[src/clock_power_defines.svh]
// offsets, field positions, reset values and timing counts for the clock and power controller
`ifndef CLOCK_POWER_DEFINES_SVH
`define CLOCK_POWER_DEFINES_SVH
`define SPEED_CONTROL_ADDR 8'h8f
`define PRESCALER_RELOAD_ADDR 8'h97
`define POWER_CONTROL_ADDR 8'h87
`define SOURCE_SELECT_ADDR 8'h85
`define SPEED_CONTROL_RESET 8'h00
`define PRESCALER_RELOAD_RESET 4'h8
`define SOURCE_SELECT_RESET 2'h3
`define DOUBLE_SPEED_BIT 0
`define IDLE_REQUEST_BIT 0
`define POWER_DOWN_REQUEST_BIT 1
`define USER_FLAG_ZERO_BIT 2
`define USER_FLAG_ONE_BIT 3
`define SOURCE_CRYSTAL 2'h3
`define SOURCE_PRECISE_RC 2'h2
`define SOURCE_LOW_POWER_RC 2'h1
`define RESET_HOLD_OSC_PERIODS 24
`endif

[src/clock_power_pkg.sv]
// types shared by the clock and power controller
package clock_power_pkg;
  typedef enum logic [1:0] {
    mode_run,
    mode_idle,
    mode_quiet,
    mode_power_down
  } power_mode_t;
  typedef enum logic [1:0] {
    wake_none,
    wake_held,
    wake_done
  } wake_state_t;
endpackage

[src/prescale_divider.sv]
// divide-by-(16-m) prescaler with reload at period boundary
`include "clock_power_defines.svh"
module prescale_divider (
  input wire logic clk_i,
  input wire logic rst_i,
  input wire logic [3:0] reload_i,
  output logic tick_o
);
  // ==========================================================
  // counter
  logic [3:0] count_ff;
  logic [3:0] nxt_count;
  logic tick_ff;
  logic nxt_tick;
  always_comb begin
    nxt_count = count_ff + 4'h1;
    nxt_tick = 1'b0;
    if (count_ff == 4'hf) begin
      // new reload only at the boundary so no period is ever truncated
      nxt_count = reload_i;
      nxt_tick = 1'b1;
    end
  end
  always_ff @(posedge clk_i or posedge rst_i) begin
    if (rst_i) begin
      count_ff <= `PRESCALER_RELOAD_RESET;
      tick_ff <= 1'b0;
    end else begin
      count_ff <= nxt_count;
      tick_ff <= nxt_tick;
    end
  end
  assign tick_o = tick_ff;
endmodule // prescale_divider

[src/clock_prescale_power_modes.sv]
// clock prescaler, source select and power mode controller
`include "clock_power_defines.svh"
module clock_prescale_power_modes (
  input wire logic clk_i,
  input wire logic rst_i,
  input wire logic [7:0] reg_addr_i,
  input wire logic [7:0] reg_wdata_i,
  input wire logic reg_write_i,
  input wire logic instr_end_i,
  input wire logic irq_pending_i,
  input wire logic quiet_request_i,
  input wire logic external_irq_zero_n_i,
  input wire logic external_irq_one_n_i,
  input wire logic irq_zero_enable_i,
  input wire logic irq_one_enable_i,
  input wire logic crystal_ready_i,
  input wire logic precise_rc_ready_i,
  input wire logic low_power_rc_ready_i,
  output logic [7:0] reg_rdata_o,
  output logic cpu_clock_enable_o,
  output logic periph_clock_enable_o,
  output logic adc_clock_enable_o,
  output logic oscillator_run_o,
  output logic [1:0] selected_osc_o,
  output logic port_hold_o,
  output logic strobes_high_o
);
  // ==========================================================
  // registers
  logic double_speed_ff;
  logic nxt_double_speed;
  logic [3:0] prescaler_reload_ff;
  logic [3:0] nxt_prescaler_reload;
  logic [1:0] source_select_bits_ff;
  logic [1:0] nxt_source_select_bits;
  logic [3:0] power_control_ff;
  logic [3:0] nxt_power_control;
  logic [7:0] rdata_ff;
  logic [7:0] nxt_rdata;
  logic wr_speed;
  logic wr_reload;
  logic wr_source;
  logic wr_power;
  logic wake_now;
  logic div_tick;
  assign wr_speed = reg_write_i && (reg_addr_i == `SPEED_CONTROL_ADDR);
  assign wr_reload = reg_write_i && (reg_addr_i == `PRESCALER_RELOAD_ADDR);
  assign wr_source = reg_write_i && (reg_addr_i == `SOURCE_SELECT_ADDR);
  assign wr_power = reg_write_i && (reg_addr_i == `POWER_CONTROL_ADDR);
  // ==========================================================
  // external irq synchronisers
  logic [1:0] irq0_sync_ff;
  logic [1:0] irq1_sync_ff;
  logic [1:0] nxt_irq0_sync;
  logic [1:0] nxt_irq1_sync;
  always_comb begin
    nxt_irq0_sync = {irq0_sync_ff[0], external_irq_zero_n_i};
    nxt_irq1_sync = {irq1_sync_ff[0], external_irq_one_n_i};
  end
  always_ff @(posedge clk_i or posedge rst_i) begin
    if (rst_i) begin
      irq0_sync_ff <= 2'h3;
      irq1_sync_ff <= 2'h3;
    end else begin
      irq0_sync_ff <= nxt_irq0_sync;
      irq1_sync_ff <= nxt_irq1_sync;
    end
  end
  logic irq0_low;
  logic irq1_low;
  // edge or level configuration is ignored: only the low level counts
  assign irq0_low = irq_zero_enable_i && !irq0_sync_ff[1];
  assign irq1_low = irq_one_enable_i && !irq1_sync_ff[1];
  // ==========================================================
  // register file
  always_comb begin
    nxt_double_speed = double_speed_ff;
    nxt_prescaler_reload = prescaler_reload_ff;
    nxt_source_select_bits = source_select_bits_ff;
    nxt_power_control = power_control_ff;
    if (wr_speed) begin
      nxt_double_speed = reg_wdata_i[`DOUBLE_SPEED_BIT];
    end
    if (wr_reload) begin
      nxt_prescaler_reload = reg_wdata_i[3:0];
    end
    // reserved code 00 is ignored; leaving any mode never touches this field
    if (wr_source && (reg_wdata_i[1:0] != 2'h0)) begin
      nxt_source_select_bits = reg_wdata_i[1:0];
    end
    if (wr_power) begin
      nxt_power_control = reg_wdata_i[3:0];
    end
    // hardware clear on interrupt wins; the cpu cannot write in the same cycle while halted
    if (wake_now) begin
      nxt_power_control[`IDLE_REQUEST_BIT] = 1'b0;
      nxt_power_control[`POWER_DOWN_REQUEST_BIT] = 1'b0;
    end
  end
  always_comb begin
    nxt_rdata = 8'h00;
    case (reg_addr_i)
      `SPEED_CONTROL_ADDR: nxt_rdata = {7'h00, double_speed_ff};
      `PRESCALER_RELOAD_ADDR: nxt_rdata = {4'h0, prescaler_reload_ff};
      `SOURCE_SELECT_ADDR: nxt_rdata = {6'h00, source_select_bits_ff};
      `POWER_CONTROL_ADDR: nxt_rdata = {4'h0, power_control_ff};
      default: nxt_rdata = 8'h00;
    endcase
  end
  always_ff @(posedge clk_i or posedge rst_i) begin
    if (rst_i) begin
      double_speed_ff <= 1'(`SPEED_CONTROL_RESET);
      prescaler_reload_ff <= `PRESCALER_RELOAD_RESET;
      source_select_bits_ff <= `SOURCE_SELECT_RESET;
      power_control_ff <= 4'h0;
      rdata_ff <= 8'h00;
    end else begin
      double_speed_ff <= nxt_double_speed;
      prescaler_reload_ff <= nxt_prescaler_reload;
      source_select_bits_ff <= nxt_source_select_bits;
      power_control_ff <= nxt_power_control;
      rdata_ff <= nxt_rdata;
    end
  end
  assign reg_rdata_o = rdata_ff;
  // ==========================================================
  // source switch: change only when the new oscillator is ready
  logic [1:0] active_source_ff;
  logic [1:0] nxt_active_source;
  logic new_ready;
  always_comb begin
    case (source_select_bits_ff)
      `SOURCE_CRYSTAL: new_ready = crystal_ready_i;
      `SOURCE_PRECISE_RC: new_ready = precise_rc_ready_i;
      `SOURCE_LOW_POWER_RC: new_ready = low_power_rc_ready_i;
      default: new_ready = 1'b0;
    endcase
    nxt_active_source = active_source_ff;
    // swap lands only on a prescaler tick so both clocks are idle low
    if (new_ready && div_tick) begin
      nxt_active_source = source_select_bits_ff;
    end
  end
  always_ff @(posedge clk_i or posedge rst_i) begin
    if (rst_i) begin
      active_source_ff <= `SOURCE_SELECT_RESET;
    end else begin
      active_source_ff <= nxt_active_source;
    end
  end
  // ==========================================================
  // prescaler
  prescale_divider u_div (
    .clk_i(clk_i),
    .rst_i(rst_i),
    .reload_i(prescaler_reload_ff),
    .tick_o(div_tick)
  );
  logic clock_step;
  assign clock_step = double_speed_ff ? 1'b1 : div_tick;
  // ==========================================================
  // power mode machine
  clock_power_pkg::power_mode_t mode_ff;
  clock_power_pkg::power_mode_t nxt_mode;
  clock_power_pkg::wake_state_t wake_ff;
  clock_power_pkg::wake_state_t nxt_wake;
  logic any_low;
  assign any_low = irq0_low || irq1_low;
  always_comb begin
    nxt_mode = mode_ff;
    nxt_wake = wake_ff;
    wake_now = 1'b0;
    case (mode_ff)
      clock_power_pkg::mode_run: begin
        if (instr_end_i && power_control_ff[`POWER_DOWN_REQUEST_BIT]) begin
          nxt_mode = clock_power_pkg::mode_power_down;
        end else if (instr_end_i && power_control_ff[`IDLE_REQUEST_BIT]) begin
          nxt_mode = clock_power_pkg::mode_idle;
        end else if (instr_end_i && quiet_request_i) begin
          nxt_mode = clock_power_pkg::mode_quiet;
        end
      end
      clock_power_pkg::mode_idle: begin
        if (irq_pending_i) begin
          wake_now = 1'b1;
          nxt_mode = clock_power_pkg::mode_run;
        end
      end
      clock_power_pkg::mode_quiet: begin
        if (irq_pending_i) begin
          nxt_mode = clock_power_pkg::mode_run;
        end
      end
      clock_power_pkg::mode_power_down: begin
        case (wake_ff)
          clock_power_pkg::wake_none: begin
            if (any_low) begin
              nxt_wake = clock_power_pkg::wake_held;
            end
          end
          clock_power_pkg::wake_held: begin
            // any enabled line seen high ends the exit, whether it is the first one released or one never held low
            if ((irq_zero_enable_i && irq0_sync_ff[1]) || (irq_one_enable_i && irq1_sync_ff[1])) begin
              nxt_wake = clock_power_pkg::wake_none;
              wake_now = 1'b1;
              nxt_mode = clock_power_pkg::mode_run;
            end
          end
          default: nxt_wake = clock_power_pkg::wake_none;
        endcase
      end
      default: nxt_mode = clock_power_pkg::mode_run;
    endcase
  end
  always_ff @(posedge clk_i or posedge rst_i) begin
    if (rst_i) begin
      mode_ff <= clock_power_pkg::mode_run;
      wake_ff <= clock_power_pkg::wake_none;
    end else begin
      mode_ff <= nxt_mode;
      wake_ff <= nxt_wake;
    end
  end
  // ==========================================================
  // outputs
  logic cpu_en_ff;
  logic periph_en_ff;
  logic adc_en_ff;
  logic osc_run_ff;
  logic hold_ff;
  logic strobe_ff;
  logic [1:0] sel_ff;
  always_ff @(posedge clk_i or posedge rst_i) begin
    if (rst_i) begin
      cpu_en_ff <= 1'b0;
      periph_en_ff <= 1'b0;
      adc_en_ff <= 1'b0;
      osc_run_ff <= 1'b1;
      hold_ff <= 1'b0;
      strobe_ff <= 1'b0;
      sel_ff <= `SOURCE_SELECT_RESET;
    end else begin
      cpu_en_ff <= clock_step && (nxt_mode == clock_power_pkg::mode_run);
      periph_en_ff <= clock_step && ((nxt_mode == clock_power_pkg::mode_run)
                      || (nxt_mode == clock_power_pkg::mode_idle));
      adc_en_ff <= clock_step && (nxt_mode != clock_power_pkg::mode_power_down);
      // oscillator restarts as soon as a wake line is held low
      osc_run_ff <= (nxt_mode != clock_power_pkg::mode_power_down)
                    || (nxt_wake == clock_power_pkg::wake_held);
      hold_ff <= nxt_mode != clock_power_pkg::mode_run;
      strobe_ff <= nxt_mode == clock_power_pkg::mode_idle;
      sel_ff <= nxt_active_source;
    end
  end
  assign cpu_clock_enable_o = cpu_en_ff;
  assign periph_clock_enable_o = periph_en_ff;
  assign adc_clock_enable_o = adc_en_ff;
  assign oscillator_run_o = osc_run_ff;
  assign port_hold_o = hold_ff;
  assign strobes_high_o = strobe_ff;
  assign selected_osc_o = sel_ff;
endmodule // clock_prescale_power_modes

[config.mk]
export PLATFORM = sky130hd
export DESIGN_NAME = clock_prescale_power_modes
export DESIGN_NICKNAME = d
export VERILOG_FILES = /design/src/clock_power_pkg.sv /design/src/prescale_divider.sv /design/src/clock_prescale_power_modes.sv
export VERILOG_INCLUDE_DIRS = /design/src
export SDC_FILE = /design/constraint.sdc
export NUM_CORES = 1
export LEC_CHECK = 0
export BUFFER_PORTS_ARGS = -buffer_cell sky130_fd_sc_hd__clkbuf_2
export CAP_MARGIN = 20
export CORE_MARGIN = 10
export CORE_UTILIZATION = 49
export CTS_BUF_LIST = sky130_fd_sc_hd__clkbuf_4
export CTS_CLUSTER_SIZE = 16
export DETAILED_ROUTE_END_ITERATION = 16
export PLACE_DENSITY = 0.78
export SYNTH_ARGS = -nofsm -noshare
export SYNTH_HDL_FRONTEND = slang
export SYNTH_SLANG_ARGS = --single-unit
[constraint.sdc]
create_clock -name clk_i -period 1.8 [get_ports clk_i]
set_input_delay 0.09 -clock clk_i [delete_from_list [all_inputs] [get_ports clk_i]]
set_output_delay 0.09 -clock clk_i [all_outputs]
set_load 0.01 [all_outputs]
=== After elaboration in Yosys (flattened, before gate mapping) ===
Cells that the tools add are included.

* Bits in registers: 40
* Bits of input ports: 29
* Output and inout port bits: 16
* Logic and storage cells: 86

* Add/subtract/negate cells: 1
* Eq/ne operators: 15
* Multiplexer cells: 22
* Reduce and logical (&&, ||, !) cells: 29

{| class="wikitable"
|+ Operators with widths
! kind !! count
|-
| 8-bit equality test (second input constant) || 4
|-
| 2-bit 2-to-1 mux || 11
|-
| 1-bit logical AND || 16
|-
| 4-bit one-hot mux with 4 select lines || 1
|-
| 2-bit by 1-bit equality test with 1-bit output (second input constant) || 5
|-
| 2-bit equality test (second input constant) || 4
|-
| 2-bit logical NOT || 3
|-
| 2-bit one-hot mux with 3 select lines || 1
|-
| 2-bit nonzero test || 3
|-
| 1-bit 2-to-1 mux || 5
|-
| 4-bit by 1-bit adder with 4-bit output (second input constant) || 1
|-
| 4-bit equality test (second input constant) || 1
|-
| 1-bit logical OR || 4
|-
| 4-bit 2-to-1 mux || 1
|-
| 2-bit one-hot mux with 2 select lines || 1
|-
| 1-bit one-hot mux with 3 select lines || 1
|-
| 1-bit logical NOT || 2
|-
| 2-bit inequality test (second input constant) || 1
|-
| 1-bit one-hot mux with 2 select lines || 1
|-
| 2-bit OR reduction || 1
|}

=== Longest topological paths before layout ===
* Depth in word-level cells: 8
* Gate-level depth with buffers: 6
* Mapped depth without buffers: 6

=== Cells and area by module ===
Synthesis repeated with hierarchy kept, for this count alone.

* Cell total of the unflattened synthesis: 146
* Area total of the unflattened synthesis: 1714.1 um^2

{| class="wikitable"
|+ By module, submodules not included
! module !! instances !! cells each !! area an instance (um^2) !! seq. area each (um^2)
|-
| clock_prescale_power_modes || 1 || 127 || 1483.9 || 788.3
|-
| prescale_divider || 1 || 19 || 230.2 || 126.4
|}

=== Worst setup path before layout ===
Ideal clock, no wire load.

* Path type: flip-flop to flip-flop
* Start point: reg mode_ff[1]
* End point: reg hold_ff (netlist: port_hold_o)
* Library setup time: 0.131 ns
* Data arrival time: 1.582 ns
* Required time: 1.669 ns
* Path slack: 0.086 ns
* Cell stages (with the launch flop): 7
* Buffers on the path: 0
* Clock period less this slack: 1.714 ns
* Path through: dfrtp_1 > inv_1 > ha_1 > nor2b_1 > nor3_1 > a211oi_1 > or3_1

* Longest elaborated chain between the ends: 5
* Elaborated cells on any way between the ends: 13
* Classes of those cells: 3 x eq/ne; 7 x mux; 3 x reduce/logical

{| class="wikitable"
|+ RTL lines
! item !! RTL line !! RTL
|-
| start, declared || clock_prescale_power_modes.sv:163 || <nowiki>clock_power_pkg::power_mode_t mode_ff;</nowiki>
|-
| start signal, assigned || clock_prescale_power_modes.sv:217 || <nowiki>mode_ff <= clock_power_pkg::mode_run;</nowiki>
|-
| start signal, assigned || clock_prescale_power_modes.sv:220 || <nowiki>mode_ff <= nxt_mode;</nowiki>
|-
| 2-bit 2-to-1 mux || clock_prescale_power_modes.sv:179 || <nowiki>end else if (instr_end_i && quiet_request_i) begin</nowiki>
|-
| 2-bit 2-to-1 mux || clock_prescale_power_modes.sv:177 || <nowiki>end else if (instr_end_i && power_control_ff[`IDLE_REQUEST_BIT]) begin</nowiki>
|-
| 2-bit 2-to-1 mux || clock_prescale_power_modes.sv:175 || <nowiki>if (instr_end_i && power_control_ff[`POWER_DOWN_REQUEST_BIT]) begin</nowiki>
|-
| 2-bit one-hot mux with 3 select lines * || clock_prescale_power_modes.sv:173 || <nowiki>case (mode_ff)</nowiki>
|-
| 2-bit nonzero test * || clock_prescale_power_modes.sv:250 || <nowiki>hold_ff <= nxt_mode != clock_power_pkg::mode_run;</nowiki>
|-
| end signal, assigned || clock_prescale_power_modes.sv:250 ||
|-
| end, declared || clock_prescale_power_modes.sv:230 || <nowiki>logic hold_ff;</nowiki>
|}

Mark *: on every way between the ends. The rest lies on a longest branch, timed or not.
A chain may end at the register's enable or synchronous reset.

=== Worst setup path after layout ===
* Start point: reg mode_ff[0]
* End point: reg strobe_ff (netlist: strobes_high_o)

* Elaborated cells on any way between the ends: 13
* Classes of those cells: 4 x eq/ne; 7 x mux; 2 x reduce/logical

{| class="wikitable"
|+ RTL lines
! item !! RTL line !! RTL
|-
| 2-bit equality test / 2-bit by 1-bit equality test with 1-bit output (equally long branches) || clock_prescale_power_modes.sv:173 ||
|-
| 2-bit OR reduction (no source line) || - ||
|-
| 2-bit one-hot mux with 3 select lines * || clock_prescale_power_modes.sv:173 ||
|-
| via nxt_mode[1] || clock_prescale_power_modes.sv:164 || <nowiki>clock_power_pkg::power_mode_t nxt_mode;</nowiki>
|-
| 2-bit by 1-bit equality test with 1-bit output * || clock_prescale_power_modes.sv:251 || <nowiki>strobe_ff <= nxt_mode == clock_power_pkg::mode_idle;</nowiki>
|-
| end signal, assigned || clock_prescale_power_modes.sv:251 ||
|-
| end, declared || clock_prescale_power_modes.sv:231 || <nowiki>logic strobe_ff;</nowiki>
|}

The timed path passes the listed nets; every way through them passes the cells marked *.

==> results.txt <==
Worst path top cell family by delay: flip-flops
Clk Latency, worst-skew pair: 0.36 ns
post-synthesis cell type count: 39
# placed instances: 225
final wirelength: 3.816 mm
clock-pin transition on the worst setup and hold timing paths: 0.11 ns
delay of the slowest cell on the worst path: 0.43 ns
Initial Util: 50.49%
CTS tree: yes
core area: 3311 um2
sink count of the clock tree: 36
vias in the first global route: 1381
Non-Filler Instances: 241
area share of the largest cell type after synthesis: 37.43%
critical path data required time: 2.05 ns
Max Slew Vio Count: 0
synthesized cell area: 1672 um2
Final Wtd Congestion: 0.8649
htree depth: 2
CP max FO: 4
Post-synth top cells: dfrtp_1 (25), dfstp_2 (11), nor2_1 (11)
vias: 1286
GRT Overall Usage: 12.53%
area of the die: 6147 um2
Detail Route Antenna Nets: 0
Critical Path, Cell by Cell: inv_2 > ha_1 > nor2b_2 > nor3_2 > buf_4 > o32ai_4 > nor2b_1
Die Y-Extent: 78.41 um
post-DP HPWL: 2.795 mm
CP Capture Type: register
Inserted Clock Buffers: 5
CP Buf/Inv Count: 2
CP max-delay cell: dfrtp_1
fmax: 569.1 MHz
largest cells by area after synthesis: dfrtp_1 (37%), dfstp_2 (17%), mux2_2 (4.0%)
NumNets Final: 227
critical path type: register to register
power per cell area: 1052 nW/um2
Synth Instances: 141
total global routing overflow: 0
synthesis-stage register bit count: 36
asr flop ratio synth: 100.0%
HP Class: input port to register
number of vias per cell: 5.336
Final period util: 97.62%
global-route wire length before repair: 6.189 mm
fraction of layout cells with a size suffix above 1: 42.56%
initial antenna violation count: 0
row count: 21
leading area contributor after synthesis: dfrtp_1
Place WS: -0.07899 ns
maximum vdd drop: 0.6874 mV
total of max-cap violations: 0
die width: 78.41 um
WL/cell: 15.83 um
pin count of the biggest net entering global routing: 37
Layout area overhead: 25.75%
CTS root buf: clkbuf_4
Tmin final: 1.757 ns
setup ws final: 0.04280 ns
register area share after synthesis: 54.72%
IO Port Bufs: 36
Synth Flop Type: dfrtp_1
Final Setup Violations: 0
DRC viols: 0
syn_area_per_cell: 11.86 um2
ANT cells: 0
yosys warns: 0
status: finished clean
# fillers: 290
Worst EP arrival: 2.00 ns
Setup crit start kind: register
Post-synth EDFFs: 0
top-count cell post-synth: dfrtp_1
Leak: 1.049 nW
Setup Skew: 0.008305 ns
final hold vios: 0
DRT iter0 DRCs: 76
clk buf depth: 2
drt first pass iters: 4
I/O pin cnt: 45
-- cell usage in the layout, fill, tap and decap left out, types with 2 or more instances in the layout --
cell and instances:
inv_1 6, a22o_2 2, o21a_1 2, a22oi_1 2
dlygate4sd3_1 5, ha_1 4, dfrtp_1 25, clkbuf_2 36
clkinv_1 2, mux2_2 6, mux2i_1 6, mux2_4 4
nand3b_1 2, conb_1 4, nand3_1 5, dfstp_2 11
clkbuf_4 5, o22ai_1 3, nor2_1 11, nand2_1 7
a2bb2oi_1 2, o21ai_0 8, nor2b_1 4, buf_4 6
a21oi_1 3
-- metrics by stage --
stage                     cell area [um2]  utilization [%]  TNS [ns]  power, W  hold slack [ns]
after floorplan                      1683                -         0  0.001361          0.09448
after global placement               1913            57.79         0  0.001500           0.1784
after detailed placement             1913            57.79   -0.2192  0.001547           0.1789
after CTS                            2038            61.56   -0.3124  0.002109          0.02133
after global routing                 2102            63.49  -0.08941  0.002322         0.005314
final                                2102            63.49         0  0.002212         0.009665
-- state kept, by name, summed over array words and instances, names as in the netlist --
name / count
mode_ff: 2
wake_ff: 2
adc_clock_enable_o: 1
selected_osc_o: 2
source_select_bits_ff: 2
periph_clock_enable_o: 1
power_control_ff: 4
strobes_high_o: 1
u_div.tick_o: 1
irq0_sync_ff: 2
prescaler_reload_ff: 4
oscillator_run_o: 1
u_div.count_ff: 4
cpu_clock_enable_o: 1
double_speed_ff: 1
port_hold_o: 1
reg_rdata_o: 4
irq1_sync_ff: 2
-- where the power goes --
part / switching [W] / internal [W]
Sequential: 0.0000932 / 0.000940
Clock: 0.000284 / 0.000283
Combinational: 0.000329 / 0.000282
Total: 0.000706 / 0.00151
-- kinds of logic after synthesis --
logic type	synth area share [%]
flip-flops	54.72
AND/OR/NAND/NOR	15.34
other	0.2243
multiplexers	11.23
adder cells (fa/ha/maj)	2.994
AO/OA/AOI/OAI	12.13
buffers and inverters	3.369
-- timing repair --
action	4_1_cts	5_1_grt
setup endpoints to repair	4	7
gates resized for setup	0	9
hold buffers	5	0
endpoints found under the hold margin	31	0
pin swaps	0	1
gates cloned	0	0
setup buffers	0	3
-- worst paths after layout --
path	from	endpoint	slack, ns	cells past startpoint
setup / recovery	mode_ff[0]$_DFF_PP0_	strobes_high_o$_DFF_PP0_	0.04	7
setup reg to reg	mode_ff[0]$_DFF_PP0_	strobes_high_o$_DFF_PP0_	0.04	7
hold reg to reg	irq0_sync_ff[0]$_DFF_PP1_	irq0_sync_ff[1]$_DFF_PP1_	0.36	0
hold / removal	reg_wdata_i[1]	prescaler_reload_ff[1]$_DFFE_PP0P_	0.01	2
max in group asynchronous	rst_i	selected_osc_o[1]$_DFFE_PP1P_	1.11	4
min in group asynchronous	rst_i	power_control_ff[1]$_DFFE_PP0P_	0.35	4
-- area by class of cell --
type	instances	area (um2)	share of cell area [%]
multi-input combinational	97	753.2	35.83
timing repair buffer	47	275.3	13.10
clock inverter	3	37.54	1.786
sequential	36	914.6	43.51
inverter	7	26.28	1.250
tap	46	57.56	2.738
clock buffer	5	37.54	1.786
-- layer usage --
metal	track usage (%)	up-vias	share of wire, %
met4	6.810	0	2.5
li1	-	611	-
met5	0	-	0
met1	12.89	631	40
met2	22.04	34	52
met3	4.100	10	5.1
No activity file was read; power rests on OpenSTA's default activity.
